File: config.mk
export PLATFORM = sky130hd
export DESIGN_NAME = qsof_formatter
export DESIGN_NICKNAME = d
export VERILOG_FILES = /design/src/hdl/qsof_pkg.sv /design/src/hdl/qsof_pn_gen.sv /design/src/hdl/qsof_formatter.sv
export SDC_FILE = /design/constraint.sdc
export NUM_CORES = 1
export LEC_CHECK = 0
export BUFFER_PORTS_ARGS = -buffer_cell sky130_fd_sc_hd__buf_2
export CORE_MARGIN = 2
export CORE_UTILIZATION = 50
export DETAILED_ROUTE_END_ITERATION = 10
export PLACE_DENSITY = 0.68
export SLEW_MARGIN = 30
export SYNTH_ARGS = -nofsm -noshare
export SYNTH_HDL_FRONTEND = slang
export SYNTH_HIERARCHICAL = 1
export SYNTH_SLANG_ARGS = --single-unit
File: constraint.sdc
create_clock -name clk -period 10.65 [get_ports clk]
set_input_delay 1.065 -clock clk [delete_from_list [all_inputs] [get_ports clk]]
set_output_delay 1.065 -clock clk [all_outputs]
set_load 0.01 [all_outputs]
File: src/hdl/qsof_pkg.sv
// Shared constants for the four-lane serial output formatter
package qsof_pkg;
  localparam int unsigned CLK_HZ          = 100_000_000;
  localparam int unsigned WORD_BITS       = 10;
  localparam int unsigned LANES           = 4;
  // Six bit-clock periods per frame, both edges used: twelve slots
  localparam int unsigned BIT_CLK_MULT    = 6;
  localparam int unsigned FRAME_SLOTS     = 2 * BIT_CLK_MULT;
  localparam int unsigned STUFF_BITS      = FRAME_SLOTS - WORD_BITS;
  localparam int unsigned MARK_HIGH_SLOTS = FRAME_SLOTS / 2;
  // Lowest sample rates, normal and low-rate PLL setting
  localparam int unsigned MIN_RATE_SPS    = 10_000_000;
  localparam int unsigned MIN_RATE_LO_SPS = 5_000_000;
  // Longest sample period in clk cycles, rounded down
  localparam int unsigned MAX_PERIOD_CYC    = CLK_HZ / MIN_RATE_SPS;
  localparam int unsigned MAX_PERIOD_LO_CYC = CLK_HZ / MIN_RATE_LO_SPS;
  // Shortest period: one clk cycle per serial slot
  localparam int unsigned MIN_PERIOD_CYC    = FRAME_SLOTS;
  localparam int unsigned PERIOD_W          = 8;
  // Strap is caught this many cycles after reset release, past its synchroniser
  localparam logic [1:0]  STRAP_CATCH_CYC   = 2'h3;
  // Coding constants
  localparam logic [9:0]  CODE_MIDSCALE     = 10'h200;
  localparam logic [9:0]  CODE_ALL_ONES     = 10'h3ff;
  localparam logic [9:0]  CODE_ALL_ZEROS    = 10'h000;
  localparam logic [9:0]  CODE_CHECKER_A    = 10'h2aa;
  localparam logic [9:0]  CODE_CHECKER_B    = 10'h155;
  localparam logic [9:0]  CODE_SYNC         = 10'h01f;
  localparam logic [9:0]  CODE_MIXED        = 10'h263;
  // Pseudorandom generators
  localparam int unsigned PN_LONG_W   = 23;
  localparam int unsigned PN_LONG_TAP = 18;
  localparam int unsigned PN_SHORT_W  = 9;
  localparam int unsigned PN_SHORT_TAP = 5;
  // Test mode codes
  typedef enum logic [3:0] {
    QSOF_TM_OFF       = 4'h0,
    QSOF_TM_MIDSCALE  = 4'h1,
    QSOF_TM_POS_FULL  = 4'h2,
    QSOF_TM_NEG_FULL  = 4'h3,
    QSOF_TM_CHECKER   = 4'h4,
    QSOF_TM_PN_LONG   = 4'h5,
    QSOF_TM_PN_SHORT  = 4'h6,
    QSOF_TM_WORD_TOG  = 4'h7,
    QSOF_TM_USER      = 4'h8,
    QSOF_TM_BIT_TOG   = 4'h9,
    QSOF_TM_SYNC      = 4'ha,
    QSOF_TM_ONE_HIGH  = 4'hb,
    QSOF_TM_MIXED     = 4'hc
  } qsof_test_mode_t;
endpackage

File: src/hdl/qsof_pn_gen.sv
// Pseudorandom word generator: advances one word of bits per step
`timescale 1ns/1ps
`default_nettype none
module qsof_pn_gen
  import qsof_pkg::*;
#(
  parameter int unsigned WIDTH = 9,
  parameter int unsigned TAP   = 5,
  parameter int unsigned OUT_W = 10
) (
  input  wire logic             clk,
  input  wire logic             rst_n,
  input  wire logic             step,
  output logic      [OUT_W-1:0] word
);
  logic [WIDTH-1:0] state_reg;
  logic [WIDTH-1:0] state_next;
  logic [OUT_W-1:0] word_next;

  // Fibonacci shift register, feedback from the top stage and the tap
  always_comb begin
    state_next = state_reg;
    word_next  = '0;
    for (int i = 0; i < OUT_W; i++) begin
      word_next  = {word_next[OUT_W-2:0], state_next[WIDTH-1] ^ state_next[TAP-1]};
      state_next = {state_next[WIDTH-2:0], state_next[WIDTH-1] ^ state_next[TAP-1]};
    end
  end

  // All-ones seed; the all-zero lock-up state is never entered
  always_ff @(posedge clk or negedge rst_n) begin
    if (!rst_n) begin
      state_reg <= '1;
      word      <= '1;
    end else if (step) begin
      state_reg <= state_next;
      word      <= word_next;
    end
  end
endmodule
`default_nettype wire

File: src/hdl/qsof_formatter.sv
// Four-lane serial output formatter with test patterns, bit and frame clocks
//
// Operation
// - Outputs start in standard swing; strap or setting selects reduced swing.
// - One setting raises termination and drive current on all outputs together.
// - Offset binary coding by default; a setting switches to twos complement.
// - Offset binary: negative full scale 0, midscale 512, positive full scale 1023.
// - Each channel gets its own lane, ten data bits per sample period.
// - Normal lowest rate 10 MSPS; low-rate PLL setting allows 5 MSPS.
// - Bit clock runs at six times sample rate; data changes on both edges.
// - Frame clock at sample rate; its rising edge marks each word start.
// - Mode 0001 repeats midscale word, format conversion applied.
// - Mode 0010 repeats all ones, 0011 all zeros, both format converted.
// - Mode 0100 alternates 1010 and 0101 words, no format conversion.
// - Mode 0111 alternates all ones and all zeros words, unconverted.
// - Mode 1000 alternates two user words, unconverted.
// - Mode 1001 repeats alternating bits starting with one, unconverted.
// - Mode 1010 repeats sync word 00 0001 1111, unconverted.
// - Mode 1011 repeats word with only first bit set, unconverted.
// - Mode 1100 repeats mixed frequency word 10 0110 0011, unconverted.
// - Modes 0101 and 0110 send 23-bit and 9-bit pseudorandom sequences.
`timescale 1ns/1ps
`default_nettype none
module qsof_formatter
  import qsof_pkg::*;
#(
  parameter int unsigned MAX_PERIOD    = MAX_PERIOD_CYC,
  parameter int unsigned MAX_PERIOD_LO = MAX_PERIOD_LO_CYC
) (
  input  wire logic                 clk,
  input  wire logic                 rstn,
  input  wire logic                 sample_clk_in,
  input  wire logic [WORD_BITS-1:0] ch0_code,
  input  wire logic [WORD_BITS-1:0] ch1_code,
  input  wire logic [WORD_BITS-1:0] ch2_code,
  input  wire logic [WORD_BITS-1:0] ch3_code,
  input  wire logic                 reduced_swing_strap_pin,
  input  wire logic                 cfg_reduced_swing,
  input  wire logic                 cfg_drive_boost,
  input  wire logic                 cfg_twos_complement,
  input  wire logic                 cfg_low_rate_pll,
  input  wire logic                 cfg_lsb_first,
  input  wire logic [3:0]           cfg_test_mode,
  input  wire logic [WORD_BITS-1:0] user_word1,
  input  wire logic [WORD_BITS-1:0] user_word2,
  output logic                      lane0_data,
  output logic                      lane1_data,
  output logic                      lane2_data,
  output logic                      lane3_data,
  output logic                      output_bit_clock,
  output logic                      frame_marker_clock,
  output logic                      reduced_swing_out,
  output logic                      drive_boost_out,
  output logic                      pll_locked
);
  // Reset release synchroniser
  logic rst_meta_reg;
  logic rst_n;
  always_ff @(posedge clk or negedge rstn) begin
    if (!rstn) begin
      rst_meta_reg <= 1'b0;
      rst_n        <= 1'b0;
    end else begin
      rst_meta_reg <= 1'b1;
      rst_n        <= rst_meta_reg;
    end
  end

  // Pin synchronisers; first stages feed only the second stages
  logic samp_meta_reg;
  logic samp_sync_reg;
  logic samp_prev_reg;
  logic strap_meta_reg;
  logic strap_sync_reg;
  always_ff @(posedge clk or negedge rst_n) begin
    if (!rst_n) begin
      samp_meta_reg  <= 1'b0;
      samp_sync_reg  <= 1'b0;
      samp_prev_reg  <= 1'b0;
      strap_meta_reg <= 1'b0;
      strap_sync_reg <= 1'b0;
    end else begin
      samp_meta_reg  <= sample_clk_in;
      samp_sync_reg  <= samp_meta_reg;
      samp_prev_reg  <= samp_sync_reg;
      strap_meta_reg <= reduced_swing_strap_pin;
      strap_sync_reg <= strap_meta_reg;
    end
  end

  logic samp_edge;
  assign samp_edge = samp_sync_reg & ~samp_prev_reg;

  // Strap is caught once, after it has settled through the synchroniser
  logic [1:0] strap_cnt_reg;
  logic       strap_reg;
  always_ff @(posedge clk or negedge rst_n) begin
    if (!rst_n) begin
      strap_cnt_reg <= 2'h0;
      strap_reg     <= 1'b0;
    end else if (strap_cnt_reg != STRAP_CATCH_CYC) begin
      strap_cnt_reg <= strap_cnt_reg + 2'h1;
      if (strap_cnt_reg == STRAP_CATCH_CYC - 2'h1) begin
        strap_reg <= strap_sync_reg;
      end
    end
  end

  // Output driver controls; standard swing until strap or setting asks
  always_ff @(posedge clk or negedge rst_n) begin
    if (!rst_n) begin
      reduced_swing_out <= 1'b0;
      drive_boost_out   <= 1'b0;
    end else begin
      reduced_swing_out <= strap_reg | cfg_reduced_swing;
      drive_boost_out   <= cfg_drive_boost;
    end
  end

  // Sample period measurement stands in for the PLL lock detector
  logic [PERIOD_W-1:0] period_cnt_reg;
  logic [PERIOD_W-1:0] period_reg;
  logic [PERIOD_W-1:0] max_period;
  logic                in_range;
  assign max_period = cfg_low_rate_pll ? PERIOD_W'(MAX_PERIOD_LO) : PERIOD_W'(MAX_PERIOD);
  assign in_range   = (period_cnt_reg + PERIOD_W'(1) >= PERIOD_W'(MIN_PERIOD_CYC))
                    && (period_cnt_reg + PERIOD_W'(1) <= max_period);

  always_ff @(posedge clk or negedge rst_n) begin
    if (!rst_n) begin
      period_cnt_reg <= '0;
      period_reg     <= PERIOD_W'(MIN_PERIOD_CYC);
      pll_locked     <= 1'b0;
    end else if (samp_edge) begin
      period_cnt_reg <= '0;
      period_reg     <= period_cnt_reg + PERIOD_W'(1);
      pll_locked     <= in_range;
    end else begin
      // Too slow a sample clock drops lock without waiting for an edge
      if (period_cnt_reg != '1) begin
        period_cnt_reg <= period_cnt_reg + PERIOD_W'(1);
      end
      if (period_cnt_reg >= max_period) begin
        pll_locked <= 1'b0;
      end
    end
  end

  logic frame_start;
  assign frame_start = samp_edge & in_range & pll_locked;

  // Pattern state: word alternation and pseudorandom generators step per frame
  logic                 alt_reg;
  logic [WORD_BITS-1:0] pn_long_word;
  logic [WORD_BITS-1:0] pn_short_word;
  always_ff @(posedge clk or negedge rst_n) begin
    if (!rst_n) begin
      alt_reg <= 1'b0;
    end else if (frame_start) begin
      alt_reg <= ~alt_reg;
    end
  end

  qsof_pn_gen #(
    .WIDTH (PN_LONG_W),
    .TAP   (PN_LONG_TAP),
    .OUT_W (WORD_BITS)
  ) u_pn_long (
    .clk   (clk),
    .rst_n (rst_n),
    .step  (frame_start),
    .word  (pn_long_word)
  );

  qsof_pn_gen #(
    .WIDTH (PN_SHORT_W),
    .TAP   (PN_SHORT_TAP),
    .OUT_W (WORD_BITS)
  ) u_pn_short (
    .clk   (clk),
    .rst_n (rst_n),
    .step  (frame_start),
    .word  (pn_short_word)
  );

  // Pattern selection; fmt marks words that pass through the coding step
  logic [WORD_BITS-1:0] ch_code [LANES];
  assign ch_code[0] = ch0_code;
  assign ch_code[1] = ch1_code;
  assign ch_code[2] = ch2_code;
  assign ch_code[3] = ch3_code;

  logic                 use_pattern;
  logic                 pat_fmt;
  logic [WORD_BITS-1:0] pat_word;
  always_comb begin
    use_pattern = 1'b1;
    pat_fmt     = 1'b0;
    pat_word    = CODE_ALL_ZEROS;
    case (qsof_test_mode_t'(cfg_test_mode))
      QSOF_TM_MIDSCALE: begin
        pat_word = CODE_MIDSCALE;
        pat_fmt  = 1'b1;
      end
      QSOF_TM_POS_FULL: begin
        pat_word = CODE_ALL_ONES;
        pat_fmt  = 1'b1;
      end
      QSOF_TM_NEG_FULL: begin
        pat_word = CODE_ALL_ZEROS;
        pat_fmt  = 1'b1;
      end
      QSOF_TM_CHECKER: begin
        pat_word = alt_reg ? CODE_CHECKER_B : CODE_CHECKER_A;
      end
      QSOF_TM_PN_LONG: begin
        pat_word = pn_long_word;
        pat_fmt  = 1'b1;
      end
      QSOF_TM_PN_SHORT: begin
        pat_word = pn_short_word;
        pat_fmt  = 1'b1;
      end
      QSOF_TM_WORD_TOG: begin
        pat_word = alt_reg ? CODE_ALL_ZEROS : CODE_ALL_ONES;
      end
      QSOF_TM_USER: begin
        pat_word = alt_reg ? user_word2 : user_word1;
      end
      QSOF_TM_BIT_TOG: begin
        pat_word = CODE_CHECKER_A;
      end
      QSOF_TM_SYNC: begin
        pat_word = CODE_SYNC;
      end
      QSOF_TM_ONE_HIGH: begin
        pat_word = CODE_MIDSCALE;
      end
      QSOF_TM_MIXED: begin
        pat_word = CODE_MIXED;
      end
      default: begin
        use_pattern = 1'b0;
      end
    endcase
  end

  // Word per lane: coding applied to live data and to format-following patterns
  logic [WORD_BITS-1:0]   lane_word  [LANES];
  logic [FRAME_SLOTS-1:0] lane_frame [LANES];
  always_comb begin
    for (int l = 0; l < LANES; l++) begin
      logic [WORD_BITS-1:0] raw;
      raw = use_pattern ? pat_word : ch_code[l];
      // Offset binary is the native code; twos complement flips the top bit
      if ((!use_pattern || pat_fmt) && cfg_twos_complement) begin
        lane_word[l] = {~raw[WORD_BITS-1], raw[WORD_BITS-2:0]};
      end else begin
        lane_word[l] = raw;
      end
      // Bit order chosen here so the shifter always sends its top bit first
      if (cfg_lsb_first) begin
        lane_frame[l] = '0;
        for (int b = 0; b < WORD_BITS; b++) begin
          lane_frame[l][FRAME_SLOTS-1-b] = lane_word[l][b];
        end
      end else begin
        lane_frame[l] = {lane_word[l], {STUFF_BITS{1'b0}}};
      end
    end
  end

  // Slot strobe: eleven per measured period after the frame edge, by a fractional accumulator
  logic [PERIOD_W-1:0] acc_reg;
  logic [PERIOD_W:0]   acc_sum;
  logic                slot_strobe;
  logic [3:0]          slot_reg;
  assign acc_sum     = {1'b0, acc_reg} + (PERIOD_W+1)'(FRAME_SLOTS);
  assign slot_strobe = (acc_sum >= {1'b0, period_reg}) && (slot_reg < 4'(FRAME_SLOTS));

  always_ff @(posedge clk or negedge rst_n) begin
    if (!rst_n) begin
      acc_reg  <= '0;
      slot_reg <= 4'(FRAME_SLOTS);
    end else if (frame_start) begin
      acc_reg  <= '0;
      slot_reg <= 4'h1;
    end else if (!pll_locked) begin
      slot_reg <= 4'(FRAME_SLOTS);
    end else if (slot_strobe) begin
      acc_reg  <= PERIOD_W'(acc_sum - {1'b0, period_reg});
      slot_reg <= slot_reg + 4'h1;
    end else if (slot_reg < 4'(FRAME_SLOTS)) begin
      acc_reg  <= PERIOD_W'(acc_sum);
    end
  end

  // Lane shifters: first bit leaves with the frame edge, then one per slot
  logic [FRAME_SLOTS-1:0] shift_reg [LANES];
  logic [LANES-1:0]       lane_bit_reg;
  always_ff @(posedge clk or negedge rst_n) begin
    if (!rst_n) begin
      lane_bit_reg <= '0;
      for (int l = 0; l < LANES; l++) begin
        shift_reg[l] <= '0;
      end
    end else begin
      for (int l = 0; l < LANES; l++) begin
        if (frame_start) begin
          lane_bit_reg[l] <= lane_frame[l][FRAME_SLOTS-1];
          shift_reg[l]    <= lane_frame[l] << 1;
        end else if (!pll_locked) begin
          lane_bit_reg[l] <= 1'b0;
        end else if (slot_strobe) begin
          lane_bit_reg[l] <= shift_reg[l][FRAME_SLOTS-1];
          shift_reg[l]    <= shift_reg[l] << 1;
        end
      end
    end
  end

  assign lane0_data = lane_bit_reg[0];
  assign lane1_data = lane_bit_reg[1];
  assign lane2_data = lane_bit_reg[2];
  assign lane3_data = lane_bit_reg[3];

  // Frame marker high for the first half of the slots
  always_ff @(posedge clk or negedge rst_n) begin
    if (!rst_n) begin
      frame_marker_clock <= 1'b0;
    end else if (frame_start) begin
      frame_marker_clock <= 1'b1;
    end else if (!pll_locked) begin
      frame_marker_clock <= 1'b0;
    end else if (slot_strobe && slot_reg == 4'(MARK_HIGH_SLOTS)) begin
      frame_marker_clock <= 1'b0;
    end
  end

  // Bit clock toggles one cycle after each data change so both edges sit
  // after the data has moved; a finer phase would need a faster clock
  logic bit_toggle_reg;
  always_ff @(posedge clk or negedge rst_n) begin
    if (!rst_n) begin
      bit_toggle_reg   <= 1'b0;
      output_bit_clock <= 1'b0;
    end else begin
      bit_toggle_reg <= frame_start | (slot_strobe & pll_locked);
      if (frame_start) begin
        // Each frame restarts from low so twelve toggles give six periods
        output_bit_clock <= 1'b0;
      end else if (!pll_locked) begin
        output_bit_clock <= 1'b0;
      end else if (bit_toggle_reg) begin
        output_bit_clock <= ~output_bit_clock;
      end
    end
  end
endmodule
`default_nettype wire

# Word-level counts from Yosys, hierarchy flattened
# Cells that the tools add are included.
[word_totals]
regBits = 149
latchBits = 0
mem_bits_rw = 0
rom_bits = 0
in_bits = 73
out_inout_bits = 9
mem_count = 0
[classes]
addsub = 5
mul = 0
div_mod_pow = 0
order_cmp = 5
n_eq_ne = 19
shifts = 0
mux = 60
bitwise_logic = 33
reduce_logical = 17
[op_table]
columns = ["op", "count"]
rows = [
  ["12-bit 2-to-1 mux", 16],
  ["10-bit 2-to-1 mux", 11],
  ["10-bit one-hot mux with 10 select lines", 1],
  ["8-bit 2-to-1 mux", 6],
  ["1-bit 2-to-1 mux", 22],
  ["4-bit by 3-bit equality test with 1-bit output, second input constant", 5],
  ["4-bit equality test, second input constant", 5],
  ["1-bit XOR", 20],
  ["4-bit 2-to-1 mux", 3],
  ["12-bit OR reduction", 1],
  ["8-bit by 4-bit adder with 9-bit output, second input constant", 1],
  ["9-bit by 8-bit greater-or-equal comparator with 1-bit output", 1],
  ["3-bit by 1-bit != test with 1-bit output, second input constant", 3],
  ["8-bit by 1-bit adder with 8-bit output, second input constant", 1],
  ["4-bit by 2-bit equality test with 1-bit output, second input constant", 2],
  ["8-bit by 4-bit greater-or-equal comparator with 1-bit output, second input constant", 1],
  ["8-bit by 5-bit greater-or-equal comparator with 1-bit output", 1],
  ["8-bit by 5-bit <= comparator with 1-bit output", 1],
  ["8-bit != test, second input constant", 1],
  ["2-bit nonzero test", 4],
  ["8-bit subtractor", 1],
  ["1-bit inverter", 7],
  ["2-bit AND reduction", 3],
  ["5-bit 2-to-1 mux", 1],
  ["14 further kinds", 21],
]

# Depth between registers and ports, before layout
# Gate-level depths: netlist of run 1.
[depth]
ltp_word = 9
mapped_depth = 17
depth_no_buf = 13

# Modules after synthesis
# The synthesis of run 1 kept the hierarchy.
[modules_own_cells]
columns = ["mod", "n_inst", "cells_each", "area_each_um2", "seq_area_each_um2"]
rows = [
  ["qsof_formatter", 1, 662, 6144.6, 2132.0],
  ["qsof_pn_gen (u_pn_long)", 1, 80, 1082.3, 604.3],
  ["qsof_pn_gen (u_pn_short)", 1, 40, 455.4, 262.8],
]

# Least setup slack after synthesis of run 1
# No wires, ideal clock.
[synth_timing]
kind = "in2reg"
from = "input cfg_low_rate_pll"
to = "register u_pn_long.state_reg[10]"
setup_time_ps = 82
arrival_time_ps = 3044
slack_ps = 7524
cell_stages = 12
n_path_buf = 3
path_cell_list = "inv_1 > ha_1 > nor2b_1 > o21ai_0 > a21o_1 > and3_4 > nand2_2 > inv_4 > buf_6 > buf_6 > buf_12 > mux2_4"
[synth_between]
elab_chain_len = 5
[synth_rtl]
columns = ["element", "line_no", "text"]
rows = [
  ["from (decl)", "qsof_formatter.sv:41", "input wire logic cfg_low_rate_pll,"],
  ["5-bit 2-to-1 mux", "qsof_formatter.sv:125", "assign max_period = cfg_low_rate_pll ? PERIOD_W'(MAX_PERIOD_LO) : PERIOD_W'(MAX_PERIOD);"],
  ["8-bit by 5-bit <= comparator with 1-bit output", "qsof_formatter.sv:127", "&& (period_cnt_reg + PERIOD_W'(1) <= max_period);"],
  ["1-bit logical AND", "qsof_formatter.sv:127", ""],
  ["1-bit AND (2 in series)", "qsof_formatter.sv:150", "assign frame_start = samp_edge & in_range & pll_locked;"],
  ["net frame_start", "qsof_formatter.sv:149", "logic frame_start;"],
  ["to (signal assigned)", "qsof_pn_gen.sv:36", "state_reg <= state_next;"],
  ["to (decl)", "qsof_pn_gen.sv:16", "logic [WIDTH-1:0] state_reg;"],
]
# The timed path passes the listed nets, and every way through them passes these cells.
# A chain may end at the register's enable or synchronous reset.

# Worst setup path after layout of run 1
[layout_timing]
from = "register period_cnt_reg[0]"
to = "register shift_reg[3] in the netlist's numbering"
[layout_between]
elab_chain_len = 7
[layout_rtl]
columns = ["element", "line_no", "text"]
rows = [
  ["from (decl)", "qsof_formatter.sv:121", "logic [PERIOD_W-1:0] period_cnt_reg;"],
  ["from (signal assigned)", "qsof_formatter.sv:141", "period_cnt_reg <= period_cnt_reg + PERIOD_W'(1);"],
  ["8-bit by 1-bit adder with 8-bit output *", "qsof_formatter.sv:126, qsof_formatter.sv:127", ""],
  ["8-bit by 4-bit greater-or-equal comparator with 1-bit output or 8-bit by 5-bit <= comparator with 1-bit output (tied branches)", "qsof_formatter.sv:126, qsof_formatter.sv:127", ""],
  ["1-bit logical AND *", "qsof_formatter.sv:127", ""],
  ["1-bit AND * (2 in series)", "qsof_formatter.sv:150", ""],
  ["2-bit nonzero test (no source line)", "-", ""],
  ["2-bit AND reduction (no source line)", "-", ""],
  ["to (signal, indexed assignment)", "qsof_formatter.sv:311", "shift_reg[l] <= lane_frame[l] << 1;"],
  ["to (signal, indexed assignment)", "qsof_formatter.sv:316", "shift_reg[l] <= shift_reg[l] << 1;"],
  ["to (decl)", "qsof_formatter.sv:299", "logic [FRAME_SLOTS-1:0] shift_reg [LANES];"],
]
# Every way passes the cells marked *; elsewhere a longest branch is shown, timed or not.

==> summary.md, run 1 <==
| Metric | Value |
|---|---|
| Vias in the first global route | `around 5900` |
| H-tree Lvls | `4` |
| Die height | `between 100 and 150 um` |
| Highest-count cells in the layout ignoring fill and taps | `mux2i_1 (96), buf_2 (81), dfrtp_1 (80)` |
| Initial core utilization | `50.9%` |
| CP max-delay cell | `buf_4` |
| Most common cell after layout, fill and taps aside | `mux2i_1` |
| Top post-synthesis cells by area | `dfrtp_1 (26%), dfstp_2 (13%), mux2i_1 (13%), xnor2_1 (4.1%), ha_1 (3.7%)` |
| Top FF cell, synth | `dfrtp_1` |
| Pre-CTS setup slack | `6.46 ns` |
| Cells after Synth | `782` |
| WHS | `~0.2 ns` |
| Number of flops mapped to enable cells by yosys | `0` |
| Core area | `about 15000 um^2` |
| PostCTS Resize Cnt | `0` |
| P_leak | `about 3.7 nW` |
| Post-synth top area share | `a little over a quarter` |
| Die footprint | `approximately 16000 um^2` |
| Clock power frac | `between 40% and 50%` |
| Slew Limit Fails | `0` |
| Register share of total power | `between 30% and 40%` |
| Tmin final | `approximately 4 ns` |
| Period utilization | `a little under two fifths` |
| CP dominant cell by count | `ha_1` |
| Comb pwr share | `21.5%` |
| DRT antenna net count | `0` |
| Cell taking the most area after synthesis | `dfrtp_1` |
| Unrepaired setup endpoints after global routing | `false` |
| Clock Latency Late Sink | `0.41 ns` |
| Setup Skew | `approximately 0.0083 ns` |
| Switch Pwr | `approximately 430 uW` |
| Cells on worst reg2reg path | `14` |
| Final GP Congestion | `slightly below 0.9` |
| Via Count | `~6000` |
| Worst hold path type | `reg -> async` |
| Worst R2R End | `shift_reg[3]` |
| R2r setup slk | `~6.6 ns` |
| CTS buffer count | `17` |
| Largest net degree at the start of global routing | `approximately 70` |
| Crit path required time | `10.94 ns` |
| CTS max path bufs | `2` |
| CP arrival | `~4.3 ns` |
| Avg Inst Size Synth | `9.82 um^2` |
| I/O pin cnt | `82` |
| Antenna fix cells | `0` |
| Final hold vios | `0` |
| Yosys Warn Count | `6` |
| Iteration-0 DRC Markers | `474` |
| Pre-antenna DRT Iters | `5` |
| Startpoint types | `register` |
| # rows | `45` |
| CTS tree | `built` |
| Synth async-reset ratio | `between 90% and 100%` |
| Die W | `about 130 um` |
| Root Driver | `clkbuf_16` |
| Max_cap viols | `0` |
| Synthesis-to-layout area growth | `13.2%` |
| Peak VDD IR | `roughly 0.11 mV` |
| RR Startpoint | `period_cnt_reg[0]` |
| Fillers | `roughly 1300` |
| Final setup viols | `0` |
| GRT Residual Overflow | `0` |
| Post-CTS setup buffers | `0` |
| HPWL Detailed | `roughly 13000 um` |
| Worst path cell trace | `ha_1 > nand3_1 > xor2_1 > inv_1 > ha_1 > nand2_1 > o22ai_1 > a21o_1 > and3_4 > nand2_2 > inv_4 > buf_4 > nor2_2 > a22o_1` |
| Post-Syn Nets | `879` |
| Status | `finished clean` |
| PD cells | `approximately 170 nW/um^2` |
| Delay-heaviest family, CP | `buffers and inverters` |
| Cell-internal power | `approximately 1.1 mW` |
| Worst Tran Pin Value | `between 0.8 and 0.9 ns` |
| Switching share of total power | `28.9%` |
| Seq/Total Area, Yosys | `39.0%` |
| Max stage delay on crit path | `roughly 0.73 ns` |
| Final WL | `~19000 um` |
| Synth Cell Area | `7680 um^2` |
| Clock Pin Slew Worst Setup and Hold Paths | `about 0.06 ns` |
| First-pass GRT wire length | `between 30000 and 40000 um` |
| Max reg flops | `36` |
| Synth Register Bits | `118` |
| CP Buf/Inv Count | `3` |
| DR DRC count | `0` |
| CTS sink count | `118` |
| Routed WL per cell | `about 18 um` |
| Nets | `930` |
| GRT Util Overall | `approximately a quarter` |
| Max-Slew Margin vs Limit | `between 40 and 50%` |
| Crit end category | `register` |
| Initial antenna violation count | `0` |
| I/O Buffers | `81` |
| Crit path kind | `reg -> reg` |
| Final setup TNS | `0 ns` |
| Layout cells sized above 1 | `23.0%` |
| Worst Slack Setup Final | `around 6.6 ns` |
| Max Freq | `250 MHz` |
| Via/cell ratio | `a little under 6` |
| Cts hold-fix bufs | `0` |
| Crit-path max FO | `61` |
| Count of cell types in the netlist | `81` |
## synthesized netlist by cell type (7+ instances only)
master,count
dfstp_2,37
ha_1,23
nor2b_1,7
buf_2,17
buf_4,17
mux2_4,9
xnor2_1,36
inv_1,26
a21o_1,18
nand3_1,43
o21ai_0,41
clkbuf_1,13
nor2_1,37
a21oi_1,44
o211ai_1,7
dfrtp_1,81
mux2i_1,96
mux2_2,10
and3_1,11
xor2_1,7
nand2_1,65
and3b_1,9
a22o_1,10
## final cells by class
type | count | area, um^2 | area share, %
clock inverter | 12 | 200 | 2.30
multi-input combinational | 583 | 4240 | 48.7
tap | 188 | 235 | 2.70
sequential | 118 | 3000 | 34.5
timing repair buffer | 86 | 463 | 5.32
inverter | 27 | 104 | 1.19
clock buffer | 20 | 457 | 5.25
## power groups by stage
stage | logic [mW] | clock network [mW] | registers (mW)
floorplan | 0.246 | 0 | 0.542
global placement | 0.306 | 0 | 0.556
detailed placement | 0.313 | 0 | 0.558
CTS | 0.316 | 0.641 | 0.551
global route | 0.363 | 0.666 | 0.554
finish | 0.323 | 0.631 | 0.548
## metal layers
metal	share of wire (%)	up-vias	GRT usage, %
li1	-	2920	-
met1	46	2930	31.1
met2	49	131	39.3
met3	3.7	22	5.68
met4	1.7	0	7.82
met5	0	-	0
## kinds of logic after synthesis
logic type | share of synthesized area, %
AOI/OAI and AO/OA | 16.3
xor gates and xnor gates | 4.90
adders and majority gates | 4.01
buffers and inverters | 5.80
DFF | 39.0
muxes | 15.7
other | 0.0488
and+or+nand+nor | 14.2
## worst max-delay path by stage
stage               depth (start not counted)       endpoint         startpoint  slack [ns]
finish                                     14   shift_reg[3]  period_cnt_reg[0]        6.65
global route                               13   shift_reg[3]  period_cnt_reg[0]        6.30
CTS                                        14   shift_reg[3]  period_cnt_reg[0]        6.66
detailed placement                         12   shift_reg[3]   cfg_low_rate_pll        6.46
global placement                           12  shift_reg[27]   cfg_low_rate_pll        6.61
floorplan                                   0     acc_reg[0]              rst_n        7.18
## stage by stage
step	utilization [%]	instance area, um^2	power, mW	cells
after floorplan	-	7680	0.788	782
after global placement	53.1	8020	0.861	1001
after detailed placement	53.1	8020	0.871	1001
after CTS	57.5	8670	1.51	1033
after global routing	57.7	8700	1.58	1034
final	57.7	8700	1.50	1034
(Power assumes the default switching activity.)
==> inputs of run 2 (changes only) <==
==> constraint.sdc (replaced) <==
create_clock -name clk -period 4 [get_ports clk]
set_input_delay 0.4 -clock clk [delete_from_list [all_inputs] [get_ports clk]]
set_output_delay 0.4 -clock clk [all_outputs]
set_load 0.01 [all_outputs]
==> run 2 against run 1 <==
Highest routed layer unchanged. Design area fell by 0.42%. Clock skew rose by 0.0050 ns. Combinational power rose to 2.7 times the previous value. Worst setup slack got worse by 6.0 ns. Sequential share of layout area rose by 0.14 points. Clock power rose by 130%.
==> summary.md, run 2 (same netlist as run 1, synthesis figures left out) <==
| Metric | Value |
|---|---|
| CTS tree | `built` |
| Period utilization | `84.6%` |
| Core area | `around 15000 um^2` |
| Worst path cell trace | `inv_1 > ha_1 > nand3b_1 > xnor2_1 > ha_1 > nand2_1 > o21ai_1 > o211ai_2 > a21oi_4 > buf_12 > mux2i_1 > mux2i_1` |
| GRT Util Overall | `24.5%` |
| # rows | `45` |
| Crit path kind | `reg -> reg` |
| Max Freq | `between 200 and 300 MHz` |
| Crit-path max FO | `22` |
| Die W | `between 100 and 150 um` |
| Iteration-0 DRC Markers | `446` |
| Max reg flops | `36` |
| Layout Cell Area excl Fill | `between 8000 and 9000 um^2` |
| Most common cell after layout, fill and taps aside | `mux2i_1` |
| Layout Cells excl Fill | `approximately 1000` |
| First-pass GRT wire length | `between 30000 and 40000 um` |
| CP Buf/Inv Count | `2` |
| CTS max path bufs | `2` |
| Worst hold path type | `in -> reg` |
| Die height | `between 100 and 150 um` |
| Via Count | `6139` |
| HPWL Detailed | `13400 um` |
| CP max-delay cell | `a21oi_4` |
| Worst Tran Pin Value | `a little under 0.9 ns` |
| Final WL | `18800 um` |
| Antenna fix cells | `0` |
| Post-CTS setup buffers | `0` |
| Max_cap viols | `0` |
| Synthesis-to-layout area growth | `12.8%` |
| Final GP Congestion | `~0.93` |
| CTS sink count | `between 100 and 150` |
| Largest net degree at the start of global routing | `72` |
| I/O Buffers | `81` |
| I/O pin cnt | `82` |
| Startpoint types | `register` |
| Nets | `936` |
| Setup Skew | `0.0133 ns` |
| Final core utilization | `between 50% and 60%` |
| Initial antenna violation count | `0` |
| Via/cell ratio | `between 5 and 6` |
| DRT antenna net count | `0` |
| Post-place instance area | `between 8000 and 9000 um^2` |
| Final setup viols | `0` |
| Die footprint | `16400 um^2` |
| P_leak | `~3.6 nW` |
| Root Driver | `clkbuf_16` |
| Fillers | `~1300` |
| Highest-count cells in the layout ignoring fill and taps | `mux2i_1 (96), buf_2 (81), dfrtp_1 (80)` |
| Max stage delay on crit path | `~0.55 ns` |
| Routed WL per cell | `18.1 um` |
| Unrepaired setup endpoints after global routing | `false` |
| # placed instances | `between 1000 and 1500` |
| Pre-CTS setup slack | `approximately 0.64 ns` |
| Tmin final | `3.38 ns` |
| Slew Limit Fails | `0` |
| Worst Slack Setup Final | `0.616 ns` |
| Initial core utilization | `between 50% and 60%` |
| Layout cells sized above 1 | `a little under a quarter` |
| Max-Slew Margin vs Limit | `between 40% and 50%` |
| Clock Latency Late Sink | `0.43 ns` |
| WHS | `about 0.078 ns` |
| Crit end category | `register` |
| Vias in the first global route | `slightly above 6000` |
| Crit path required time | `4.30 ns` |
| Peak VDD IR | `roughly 0.33 mV` |
| PostCTS Resize Cnt | `0` |
| Clock Pin Slew Worst Setup and Hold Paths | `around 0.06 ns` |
| Design Power | `approximately 3.8 mW` |
| CP arrival | `~3.7 ns` |
| CTS buffer count | `17` |
| H-tree Lvls | `4` |
| Final setup TNS | `0 ns` |
| Delay-heaviest family, CP | `compound AO/OA/AOI/OAI gates` |
| DR DRC count | `0` |
| Final hold vios | `0` |
| PD cells | `434 nW/um^2` |
| Pre-antenna DRT Iters | `5` |
| Cts hold-fix bufs | `1` |
| Status | `finished clean` |
| GRT Residual Overflow | `0` |
[run 2: cell types whose count changed in the layout (fill, tap and decap cells not counted), moves of 3 or more]
cell | previous run | this run
clkinv_4 | 2 | 5
buf_4 | 4 | 8
inv_4 | 1 | 5
bufinv_16 | 5 | 0
[run 2: cell type report]
| cell class | count | area [um^2] | share of cell area [%] |
|---|---|---|---|
| Multi-Input combinational cell | 583 | 4240 | 48.9 |
| Sequential cell | 118 | 3000 | 34.7 |
| Timing Repair Buffer | 92 | 523 | 6.04 |
| Clock buffer | 19 | 464 | 5.36 |
| Tap cell | 188 | 235 | 2.72 |
| Inverter | 27 | 104 | 1.20 |
| Clock inverter | 13 | 96.3 | 1.11 |
[run 2: path summary, 6_finish.rpt]
path	from	endpoint	slack (ns)	cells after the start
setup reg to reg	acc_reg[2]	shift_reg[32]	0.62	12
hold reg to reg	rst_n	strap_meta_reg	0.22	0
setup / recovery	acc_reg[2]	shift_reg[32]	0.62	12
min in group asynchronous	rst_n	strap_meta_reg	0.22	0
hold / removal	reduced_swing_strap_pin	strap_meta_reg	0.08	1
max in group asynchronous	rst_n	u_pn_long/word[5]	2.82	2
[run 2: worst register-to-register path, cell delays in order, from the launching register on]
cell	delay [ns]
dfrtp_1	0.40
inv_1	0.09
ha_1	0.24
nand3b_1	0.27
xnor2_1	0.18
ha_1	0.37
nand2_1	0.07
o21ai_1	0.24
o211ai_2	0.24
a21oi_4	0.55
buf_12	0.28
mux2i_1	0.24
mux2i_1	0.09
[run 2: layer usage]
layer  global-route usage (%)  wire length (um)
met5                        0                 0
met4                     9.24               333
met3                     5.09               798
met2                     39.8              9200
met1                     32.4              8500
[run 2: where the power goes]
group	internal [mW]	leakage [nW]	switching (mW)	total (mW)
Clock	0.847	0.272	0.584	1.43
Combinational	0.369	2.07	0.502	0.871
Sequential	1.34	1.30	0.126	1.46
Total	2.55	3.65	1.21	3.76
